**src/rtl/fdc_regs_map.vh**
```
// How it works
// - eight offsets decoded; 6 reserved; 4 and 7 split read/write
// - basic mode status reads leave data bus undriven; extended always readable
// - extended status_a: int, drive2_n, step, trk0_n, head, index_n, wp_n, dir
// - legacy status_a: int, drq, step latch, trk0, head_n, index, wp, dir_n
// - legacy step latch sets on step rising, clears on digital input read/reset
// - extended status_b bits 7,6 read one; bit 5 mirrors drive select 0
// - extended status_b bits 3,4 toggle on read/write pulse inactive edges
// - extended status_b bits 0,1 motors, bit 2 write gate
// - legacy status_b bit 2 latches on write gate rising, clears on input read
// - legacy status_b bit 3 latches on read pulse inactive edge
// - legacy status_b bit 4 latches on write pulse inactive edge, ungated
// - legacy status_b shows drive selects 2,3,0,1 low true and drive2_n
// - output register writable anytime, zero on hard reset, kept on soft reset
// - drive select bits binary decoded onto four low-true selects
// - bit 2 low holds controller in soft reset until written one
// - back-to-back 0 then 1 writes give a valid soft reset pulse
// - basic/legacy: dma enable gates dack, tc inputs and drq, irq outputs
// - extended: dma and irq pins always enabled, even in soft reset
// - output bits 4..6 drive motor outputs 0..2 low true
// - output bit 7 drives motor output 3 low true
`ifndef FDC_REGS_MAP_VH
`define FDC_REGS_MAP_VH
`define OFS_STATUS_A  3'h0
`define OFS_STATUS_B  3'h1
`define OFS_DOC       3'h2
`define OFS_TAPE      3'h3
`define OFS_MAIN      3'h4
`define OFS_DATA      3'h5
`define OFS_RSVD      3'h6
`define OFS_DIGIN     3'h7
`define MODE_BASIC    2'h0
`define MODE_EXT      2'h1
`define MODE_LEGACY   2'h2
`define DOC_RESET     8'h00
`define DOC_DMA_BIT   3
`define DOC_RST_BIT   2
`define SOFT_RST_NS   100
`define SOFT_RST_CYC  ((`SOFT_RST_NS + 39) / 40)
`endif

```
**src/rtl/floppy_status_output_regs.v**
```verilog
`timescale 1ns/1ns
`include "fdc_regs_map.vh"
module floppy_status_output_regs (
  input  wire       sys_clk,
  input  wire       rst,
  input  wire [1:0] host_mode,
  input  wire [2:0] addr,
  input  wire       rd_strobe,
  input  wire       wr_strobe,
  input  wire [7:0] wr_data,
  output reg  [7:0] rd_data,
  output reg        rd_data_oe,
  output reg        reg_unsupported,
  input  wire       step_core,
  input  wire       dir_core,
  input  wire       head_core,
  input  wire       write_gate_core,
  input  wire       write_pulse_core,
  input  wire       irq_core,
  input  wire       drq_core,
  input  wire       second_drive_present_n,
  input  wire       track_zero_n,
  input  wire       index_n,
  input  wire       write_protect_n,
  input  wire       read_pulse_n,
  input  wire       dack_n_pin,
  input  wire       tc_pin,
  output reg        dack_n_core,
  output reg        tc_core,
  output reg        irq_out,
  output reg        irq_oe,
  output reg        drq_out,
  output reg        drq_oe,
  output reg        drive_select0_n,
  output reg        drive_select1_n,
  output reg        drive_select2_n,
  output reg        drive_select3_n,
  output reg        motor_on0_n,
  output reg        motor_on1_n,
  output reg        motor_on2_n,
  output reg        motor_on3_n,
  output reg        write_gate_out,
  output reg        soft_reset_q
);
  // pin synchronisers: two stages before any use
  reg [5:0] pin_s1_q;
  reg [5:0] pin_s2_q;
  reg       rdp_prev_q;
  reg       wrp_prev_q;
  reg       wg_prev_q;
  reg       step_prev_q;
  reg [7:0] doc_q;
  reg       step_latch_q;
  reg       wg_latch_q;
  reg       rd_latch_q;
  reg       wr_latch_q;
  reg       rd_tog_q;
  reg       wr_tog_q;
  reg [7:0] status_a;
  reg [7:0] status_b;
  reg [7:0] rd_d;
  reg [3:0] ds_n;
  wire      drv2_n  = pin_s2_q[0];
  wire      trk0_n  = pin_s2_q[1];
  wire      idx_n   = pin_s2_q[2];
  wire      wp_n    = pin_s2_q[3];
  wire      rdp_n   = pin_s2_q[4];
  wire      dack_s  = pin_s2_q[5];
  wire      is_ext  = (host_mode == `MODE_EXT);
  wire      is_leg  = (host_mode == `MODE_LEGACY);
  wire      dig_rd  = rd_strobe && (addr == `OFS_DIGIN);
  wire      doc_wr  = wr_strobe && (addr == `OFS_DOC);
  // read pulse inactive edge is its rise (low-true input)
  wire      rdp_end = rdp_n && !rdp_prev_q;
  wire      wrp_end = !write_pulse_core && wrp_prev_q;
  wire      wg_rise = write_gate_core && !wg_prev_q;
  wire      st_rise = step_core && !step_prev_q;
  wire      dma_on  = is_ext || doc_q[`DOC_DMA_BIT];

  always @(posedge sys_clk or posedge rst) begin
    if (rst) begin
      pin_s1_q <= 6'h3f;
      pin_s2_q <= 6'h3f;
    end else begin
      pin_s1_q <= {dack_n_pin, read_pulse_n, write_protect_n, index_n,
                   track_zero_n, second_drive_present_n};
      pin_s2_q <= pin_s1_q;
    end
  end

  // terminal count pin: same two-stage synchroniser as the other pins
  reg       tc_s1_q;
  reg       tc_s2_q;
  always @(posedge sys_clk or posedge rst) begin
    if (rst) begin
      tc_s1_q <= 1'b0;
      tc_s2_q <= 1'b0;
    end else begin
      tc_s1_q <= tc_pin;
      tc_s2_q <= tc_s1_q;
    end
  end

  // output register: hard reset only, soft reset leaves it alone
  always @(posedge sys_clk or posedge rst) begin
    if (rst) begin
      doc_q <= `DOC_RESET;
    end else if (doc_wr) begin
      doc_q <= wr_data;
    end
  end

  // edge history
  always @(posedge sys_clk or posedge rst) begin
    if (rst) begin
      rdp_prev_q  <= 1'b1;
      wrp_prev_q  <= 1'b0;
      wg_prev_q   <= 1'b0;
      step_prev_q <= 1'b0;
    end else begin
      rdp_prev_q  <= rdp_n;
      wrp_prev_q  <= write_pulse_core;
      wg_prev_q   <= write_gate_core;
      step_prev_q <= step_core;
    end
  end

  // latched and toggled status; set beats clear
  always @(posedge sys_clk or posedge rst) begin
    if (rst) begin
      step_latch_q <= 1'b0;
      wg_latch_q   <= 1'b0;
      rd_latch_q   <= 1'b0;
      wr_latch_q   <= 1'b0;
      rd_tog_q     <= 1'b0;
      wr_tog_q     <= 1'b0;
    end else begin
      if (st_rise)
        step_latch_q <= 1'b1;
      else if (dig_rd || soft_reset_q)
        step_latch_q <= 1'b0;
      if (wg_rise)
        wg_latch_q <= 1'b1;
      else if (dig_rd)
        wg_latch_q <= 1'b0;
      if (rdp_end)
        rd_latch_q <= 1'b1;
      else if (dig_rd)
        rd_latch_q <= 1'b0;
      if (wrp_end)
        wr_latch_q <= 1'b1;
      else if (dig_rd)
        wr_latch_q <= 1'b0;
      if (rdp_end)
        rd_tog_q <= ~rd_tog_q;
      if (wrp_end)
        wr_tog_q <= ~wr_tog_q;
    end
  end

  // drive select decode and status layouts
  always @* begin
    ds_n = 4'hf;
    ds_n[doc_q[1:0]] = 1'b0;
    status_a = 8'h00;
    status_b = 8'h00;
    if (is_leg) begin
      status_a = {irq_core, drq_core, step_latch_q, ~trk0_n, ~head_core,
             ~idx_n, ~wp_n, ~dir_core};
      status_b = {drv2_n, ds_n[1], ds_n[0], wr_latch_q, rd_latch_q,
             wg_latch_q, ds_n[3], ds_n[2]};
    end else begin
      status_a = {irq_core, drv2_n, step_core, trk0_n, head_core,
             idx_n, wp_n, dir_core};
      status_b = {2'b11, doc_q[0], wr_tog_q, rd_tog_q, write_gate_core,
             doc_q[5], doc_q[4]};
    end
    rd_d = 8'h00;
    case (addr)
      `OFS_STATUS_A: rd_d = status_a;
      `OFS_STATUS_B: rd_d = status_b;
      `OFS_DOC:      rd_d = doc_q;
      default:       rd_d = 8'h00;
    endcase
  end

  // host read data and its enable, one cycle after the strobe
  // basic mode keeps the bus undriven for the two status offsets
  always @(posedge sys_clk or posedge rst) begin
    if (rst) begin
      rd_data    <= 8'h00;
      rd_data_oe <= 1'b0;
    end else begin
      rd_data    <= rd_d;
      rd_data_oe <= rd_strobe && (addr <= `OFS_DOC) &&
                    !(addr != `OFS_DOC && host_mode == `MODE_BASIC);
    end
  end

  // offsets this block does not serve
  // reserved 6 either way, reads of 3..6, writes of 3..7
  wire      rsvd_hit = (addr == `OFS_RSVD);
  wire      rd_other = rd_strobe && (addr > `OFS_DOC) && (addr != `OFS_DIGIN);
  wire      wr_other = wr_strobe && (addr > `OFS_DOC);

  // unsupported flag: one-cycle pulse per refused access
  // lets the surrounding logic route the access elsewhere
  always @(posedge sys_clk or posedge rst) begin
    if (rst) begin
      reg_unsupported <= 1'b0;
    end else begin
      reg_unsupported <= ((rd_strobe || wr_strobe) && rsvd_hit) ||
                         rd_other || wr_other;
    end
  end

  // drive selects: one low-true output per decoded select value
  // only one can be low, as the decode has a single zero
  always @(posedge sys_clk or posedge rst) begin
    if (rst) begin
      drive_select0_n <= 1'b1;
      drive_select1_n <= 1'b1;
      drive_select2_n <= 1'b1;
      drive_select3_n <= 1'b1;
    end else begin
      drive_select0_n <= ds_n[0];
      drive_select1_n <= ds_n[1];
      drive_select2_n <= ds_n[2];
      drive_select3_n <= ds_n[3];
    end
  end

  // motor outputs: low true copies of the four enable bits
  // untouched by soft reset, since the register keeps its bits
  always @(posedge sys_clk or posedge rst) begin
    if (rst) begin
      motor_on0_n <= 1'b1;
      motor_on1_n <= 1'b1;
      motor_on2_n <= 1'b1;
      motor_on3_n <= 1'b1;
    end else begin
      motor_on0_n <= ~doc_q[4];
      motor_on1_n <= ~doc_q[5];
      motor_on2_n <= ~doc_q[6];
      motor_on3_n <= ~doc_q[7];
    end
  end

  // core levels passed to the pins through one register
  // keeps every top output straight from a flip-flop
  always @(posedge sys_clk or posedge rst) begin
    if (rst) begin
      write_gate_out <= 1'b0;
      irq_out        <= 1'b0;
      drq_out        <= 1'b0;
    end else begin
      write_gate_out <= write_gate_core;
      irq_out        <= irq_core;
      drq_out        <= drq_core;
    end
  end

  // request and interrupt drivers: enabled by the dma bit, or always
  // in extended mode, where the bit no longer gates them
  always @(posedge sys_clk or posedge rst) begin
    if (rst) begin
      irq_oe <= 1'b0;
      drq_oe <= 1'b0;
    end else begin
      irq_oe <= dma_on;
      drq_oe <= dma_on;
    end
  end

  // acknowledge and terminal count into the core: forced idle outside extended
  // mode while the dma bit is off, so a floating pin cannot start a transfer
  always @(posedge sys_clk or posedge rst) begin
    if (rst) begin
      dack_n_core <= 1'b1;
      tc_core     <= 1'b0;
    end else begin
      dack_n_core <= dma_on ? dack_s : 1'b1;
      tc_core     <= dma_on ? tc_s2_q : 1'b0;
    end
  end

  // soft reset: held while bit 2 is low, then stretched by a count
  // so that a one-cycle low from two back-to-back writes still lasts
  // past the minimum width the core needs
  reg [7:0] sr_cnt_q;
  localparam [31:0] SR_HOLD = `SOFT_RST_CYC - 1;

  always @(posedge sys_clk or posedge rst) begin
    if (rst) begin
      sr_cnt_q     <= 8'h00;
      soft_reset_q <= 1'b1;
    end else begin
      if (!doc_q[`DOC_RST_BIT])
        sr_cnt_q <= SR_HOLD[7:0];
      else if (sr_cnt_q != 8'h00)
        sr_cnt_q <= sr_cnt_q - 8'h01;
      soft_reset_q <= ~doc_q[`DOC_RST_BIT] | (|sr_cnt_q);
    end
  end
endmodule

```
**config.mk**
```make
export PLATFORM = sky130hd
export DESIGN_NAME = floppy_status_output_regs
export DESIGN_NICKNAME = d
export VERILOG_FILES = /design/src/rtl/floppy_status_output_regs.v
export VERILOG_INCLUDE_DIRS = /design/src /design/src/rtl
export SDC_FILE = /design/constraint.sdc
export NUM_CORES = 1
export LEC_CHECK = 0
export BUFFER_PORTS_ARGS = -buffer_cell sky130_fd_sc_hd__buf_2
export CAP_MARGIN = 20
export CORE_MARGIN = 1
export CORE_UTILIZATION = 40
export CTS_BUF_LIST = sky130_fd_sc_hd__clkbuf_2
export DETAILED_ROUTE_END_ITERATION = 8
export HOLD_SLACK_MARGIN = 0.05
export SLEW_MARGIN = 20
export SYNTH_ARGS = -nofsm -noshare
export SYNTH_HDL_FRONTEND = slang
export SYNTH_SLANG_ARGS = --single-unit
```
**constraint.sdc**
```tcl
create_clock -name sys_clk -period 5.04 [get_ports sys_clk]
set_input_delay 0.252 -clock sys_clk [delete_from_list [all_inputs] [get_ports sys_clk]]
set_output_delay 0.252 -clock sys_clk [all_outputs]
set_load 0.05 [all_outputs]
```
==> results of run 1 <==
-- power by group through the flow --
| stage | logic, mW | registers (mW) | clock network, mW |
|---|---|---|---|
| after detailed placement | 0.370 | 0.690 | 0 |
| after floorplan | 0.207 | 0.770 | 0 |
| final | 0.382 | 0.680 | 0.248 |
| after global routing | 0.420 | 0.693 | 0.284 |
| after global placement | 0.367 | 0.689 | 0 |
| after CTS | 0.387 | 0.681 | 0.255 |
-- repair_timing --
item,4_1_cts,5_1_grt
endpoints found under the hold margin,68,0
setup endpoints to repair,0,0
hold buffers,25,0
buffers inserted,0,0
-- stage by stage --
step / setup slack (ps) / hold WS [ps]
2_1_floorplan: 3230 / 256
3_3_place_gp: 3270 / 335
3_5_place_dp: 3230 / 339
4_1_cts: 3380 / 92.0
5_1_grt: 3200 / 98.5
6_report: 3390 / 113
-- area by class of cell --
cell class                      instances  area share (%)
Clock inverter                          6            1.11
Inverter                               14            1.61
Sequential cell                        64            50.0
Timing Repair Buffer                   82            16.5
Clock buffer                           10            1.53
Multi-Input combinational cell        128            26.3
Tap cell                               77            2.95
-- cell families after synthesis --
kind of cell,Yosys count,share of synthesized area (%)
buf+inv,26,5.24
xor+xnor,10,3.33
simple gates,80,16.3
fa+ha+maj,2,0.953
compound gates,31,9.53
flops,64,62.1
mux,5,2.52
-- cells in the mapped netlist, types with 4 or more instances --
master / number / area (um2)
dfrtp_1: 41 / 1030
nand2_1: 28 / 105
dfstp_2: 23 / 604
inv_1: 14 / 52.6
nor2_1: 11 / 41.3
xnor2_1: 10 / 87.6
o21ai_1: 9 / 45.0
nand3b_1: 7 / 52.6
a21oi_1: 6 / 30.0
nand2b_1: 6 / 37.5
and3_1: 5 / 31.3
o41ai_2: 5 / 81.3
buf_6: 4 / 45.0
nand3_1: 4 / 20.0
-- final timing paths --
check	start	slack (ps)	to	cells after the start
min in group asynchronous	rst	510	doc_q[7]	4
worst min-delay path	head_core	110	rd_data[3]	4
worst min register to register	pin_s1_q[1]	370	pin_s2_q[1]	0
max in group asynchronous	rst	4010	reg_unsupported	4
worst max register to register	sr_cnt_q[0]	3390	sr_cnt_q[0]	6
worst max-delay path	sr_cnt_q[0]	3390	sr_cnt_q[0]	6
-- routing by layer --
layer | up-vias | global-route usage, % | part of all wire, % | wire (um)
met3 | 9 | 3.88 | 4.5 | 223
met2 | 51 | 23.9 | 47 | 2300
met5 | - | 0 | 0 | 0
met1 | 866 | 20.9 | 47 | 2320
li1 | 888 | - | - | -
met4 | 0 | 9.40 | 1.9 | 93
-- registers in the layout (all words and copies together), names as in the netlist, 6 cells and up --
register  count
pin_s2_q      6
rd_data       8
doc_q         8
sr_cnt_q      8
pin_s1_q      6
-- worst reg2reg max path, delay by kind of cell, from the launching register on --
family	cells	cell delay, ps
buffers and inverters	1	120
and+or+nand+nor	3	660
xor gates and xnor gates	1	160
DFF	1	450
adders and majority gates	1	190
==> metrics.md, run 1 <==
| Metric | Value |
|---|---|
| Die Y | `83.0 um` |
| WP data required | `5450 ps` |
| Total routed wirelength | `4930 um` |
| Via count | `1814` |
| Fin Setup TNS | `0 ps` |
| H-tree Lvls | `3` |
| GRT Util Overall | `15.9%` |
| RSZ-0062 raised after global routing | `no` |
| Multi-input logic area | `858 um2` |
| Crit path buffers/inverters | `1` |
| Mapped Nets | `251` |
| Final setup fails | `0` |
| Status | `finished, final reports clean` |
| Clock Path Buffers | `2` |
| 1st-iter DRT viols | `113` |
| Fraction of registers with async set/reset | `100%` |
| Post-synthesis cell count | `218` |
| Core area | `6350 um2` |
| Die W | `83.0 um` |
| Placed cell area | `2930 um2` |
| Power Dens Cells | `402 nW/um2` |
| Endpoints failing hold | `0` |
| Most frequent cells in the layout | `buf_2 (56), dfrtp_1 (41), nand2_1 (28)` |
| Sw frac | `37.2%` |
| Predominant post-synthesis flop cell | `dfrtp_1` |
| Comb pwr share | `29.2%` |
| DP Wirelength | `3290 um` |
| Clock Power Share | `18.9%` |
| Post-synth EDFFs | `0` |
| Initial antenna violation count | `0` |
| Initial Utilization | `41.4%` |
| Net Switching | `487 uW` |
| Post-cts resize count | `0` |
| First-pass GRT wire length | `8360 um` |
| CP Capture Type | `flip-flop` |
| Gp weighted congestion | `0.769` |
| Min Tclk post-route | `1650 ps` |
| Pwr Total | `1.31 mW` |
| Leak | `1.53 nW` |
| Worst Hold Class | `in -> reg` |
| Total Nets Final | `332` |
| Crit path launch type | `flip-flop` |
| Total CTS buffers | `9` |
| Die footprint | `6890 um2` |
| Area grow syn2layout | `24.2%` |
| CTS root buffer | `clkbuf_2` |
| Vias in the first global route | `1733` |
| Number of synthesized register bits | `64` |
| Share of layout cells above drive strength 1 | `35.9%` |
| Skew-Pair Late Insertion Delay | `490 ps` |
| Drt wl/cell | `12.9 um` |
| Row count | `29` |
| Crit Path Class | `reg -> reg` |
| Worst slew pin tran | `771 ps` |
| Placed Cells | `340` |
| Skew final | `27.4 ps` |
| Fillers | `586` |
| Final max-slew violation count | `0` |
| Worst-path fanout max | `5` |
| Period utilization | `32.7%` |
| Mean Syn Cell Area | `12.0 um2` |
| Fmax achieved | `0.606 GHz` |
| Critical path, cell by cell | `inv_1 -> ha_1 -> nor3b_1 -> nand2_1 -> xnor2_1 -> and2_1` |
| Unique masters post-synth | `44` |
| Pin count of the biggest net entering global routing | `65` |
| Vias per cell | `4.76` |
| Syn. warnings | `0` |
| Most common cell after layout, fill and taps aside | `buf_2` |
| Fin area | `3260 um2` |
| Gr ovfl total | `0` |
| Sink Count | `64` |
| Antenna diodes | `0` |
| Relative slew slack | `48.6%` |
| Fin util | `51.4%` |
| First-pass DRT Iterations | `4` |
| Post-Syn Area | `2630 um2` |
| IO buf count | `56` |
| Worst VDD drop | `0.236 mV` |
| Largest delay share family, worst path | `simple AND/OR/NAND/NOR gates` |
| Layout Cells excl Fill | `381` |
| Post-synthesis sequential area ratio | `62.1%` |
| Residual DRC | `0` |
| CTS tree | `built` |
| Max-Cap Viols | `0` |
| Post-route ant nets | `0` |
| Register share of total power | `51.9%` |
| Critical Path AT | `2060 ps` |
| Area occupied by registers | `1630 um2` |
| Clock transition at path regs | `190 ps` |
| Total internal power | `822 uW` |
| Critical-path top delay cell | `dfrtp_1` |
| Max incr delay on CP | `450 ps` |
| # IOs | `57` |
No activity file was read; power rests on OpenSTA's default activity.
==> run 2, diff against run 1 <==
Clock period 5.04 ns to 1.7 ns, I/O delays scaled along.
==> metrics.md, run 2 (synthesized netlist as in run 1, its figures left out) <==
| Metric | Value |
|---|---|
| Sink Count | `64` |
| Fin area | `3450 um2` |
| Pwr Total | `3.98 mW` |
| Via count | `1913` |
| Sw frac | `37.4%` |
| Worst Hold Class | `in -> reg` |
| CTS tree | `built` |
| Period utilization | `94.7%` |
| Core area | `6350 um2` |
| Antenna diodes | `0` |
| First-pass DRT Iterations | `5` |
| Share of layout cells above drive strength 1 | `36.8%` |
| Initial antenna violation count | `0` |
| Crit path buffers/inverters | `4` |
| Crit Path Class | `in -> reg` |
| Total internal power | `2.49 mW` |
| Gr ovfl total | `0` |
| Final max-slew violation count | `0` |
| CP Capture Type | `flip-flop` |
| Worst VDD drop | `0.511 mV` |
| Residual DRC | `0` |
| Relative slew slack | `61.3%` |
| Drt wl/cell | `13.8 um` |
| Crit path launch type | `primary input` |
| Max-Cap Viols | `0` |
| Worst-path fanout max | `3` |
| Critical Path AT | `2050 ps` |
| Placed cell area | `2980 um2` |
| Most frequent cells in the layout | `buf_2 (55), dfrtp_1 (40), dlygate4sd3_1 (36)` |
| Min Tclk post-route | `1610 ps` |
| Worst slew pin tran | `581 ps` |
| Gp weighted congestion | `0.787` |
| Skew final | `42.9 ps` |
| Endpoints failing hold | `0` |
| Initial Utilization | `41.4%` |
| Clock Power Share | `19.1%` |
| Total CTS buffers | `9` |
| RSZ-0062 raised after global routing | `no` |
| Net Switching | `1.49 mW` |
| H-tree Lvls | `3` |
| Leak | `1.63 nW` |
| Fin Setup TNS | `0 ps` |
| 1st-iter DRT viols | `108` |
| Post-route ant nets | `0` |
| First-pass GRT wire length | `9320 um` |
| Critical path, cell by cell | `dlygate4sd3_1 -> buf_2 -> a21oi_2 -> dlygate4sd3_1 -> nor2_1 -> dlygate4sd3_1` |
| Total routed wirelength | `5480 um` |
| Slack of the worst reg-to-reg path | `120 ps` |
| Vias per cell | `4.81` |
| Most common cell after layout, fill and taps aside | `buf_2` |
| # IOs | `57` |
| Max incr delay on CP | `560 ps` |
| Die Y | `83.0 um` |
| Pin count of the biggest net entering global routing | `65` |
| Final setup fails | `0` |
| # Post-CTS Setup Buffers | `0` |
| WP data required | `2140 ps` |
| Status | `finished, final reports clean` |
| DP Wirelength | `3290 um` |
| Area grow syn2layout | `31.3%` |
| Die footprint | `6890 um2` |
| Critical-path top delay cell | `dlygate4sd3_1` |
| Skew-Pair Late Insertion Delay | `540 ps` |
| Total Nets Final | `349` |
| Clock transition at path regs | `210 ps` |
| Largest delay share family, worst path | `buffers and inverters` |
| Power Dens Cells | `1150 nW/um2` |
| IO buf count | `56` |
| GRT Util Overall | `17.6%` |
| Comb pwr share | `30.1%` |
| Fmax achieved | `0.621 GHz` |
| CTS root buffer | `clkbuf_2` |
| Clock Path Buffers | `2` |
| Register share of total power | `50.8%` |
| Critical path's most frequent cell | `dlygate4sd3_1` |
| Row count | `29` |
| Vias in the first global route | `1919` |
| Biggest regs | `doc_q (8), rd_data (8), sr_cnt_q (8)` |
| Die W | `83.0 um` |
-- run 2: final timing paths --
check,start,to,cells after the start
max in group asynchronous,rst,soft_reset_q,4
min,addr[0],rd_data[4],4
min in group asynchronous,rst,write_gate_out,4
max reg2reg,doc_q[1],rd_data[6],5
min reg2reg,pin_s1_q[3],pin_s2_q[3],0
max,rd_strobe,reg_unsupported,6
-- run 2: through the flow --
stage	setup WS (ps)	std cells	util, %	hold slack, ps
2_1_floorplan	55.0	218	-	89.5
3_3_place_gp	195	345	46.9	173
3_5_place_dp	157	345	46.9	178
4_1_cts	5.36	398	54.0	63.1
5_1_grt	39.1	398	54.3	63.7
6_report	89.3	398	54.3	57.8
-- run 2: cell type report --
| cell class | count | area [um2] |
|---|---|---|
| multi-input cells | 128 | 868 |
| well taps | 77 | 96.3 |
| inverters | 14 | 52.6 |
| clock inverters | 5 | 26.3 |
| flip-flops and latches | 64 | 1630 |
| repair buffers | 99 | 717 |
| clock buffers | 11 | 55.1 |
| fillers | 589 | 2900 |
-- run 2: timing repair --
item | CTS | global route
setup endpoints to repair | 0 | 4
gates resized for setup | 0 | 7
hold endpoints to repair | 102 | 0
hold buffers | 37 | 0
-- run 2: routing by layer --
metal	vias to the layer above	track usage, %	share of wire [%]
li1	925	-	-
met1	911	23.5	46
met2	62	26.5	47
met3	15	4.87	5.2
met4	0	8.93	2.3
met5	-	0	0
-- run 2: power groups by stage --
| stage | Combinational, mW | Clock [mW] | Sequential, mW |
|---|---|---|---|
| floorplan | 0.612 | 0 | 2.28 |
| detailed placement | 1.13 | 0 | 2.04 |
| global route | 1.31 | 0.840 | 2.06 |
| global placement | 1.11 | 0 | 2.04 |
| CTS | 1.20 | 0.765 | 2.02 |
| finish | 1.20 | 0.759 | 2.02 |
-- run 2: worst reg2reg max path, stage by stage, from the launching register on --
cell and delay (ps):
dfrtp_2 460, inv_1 80, a41oi_1 200, dlygate4sd3_1 580, o21ai_1 70, a21oi_1 140
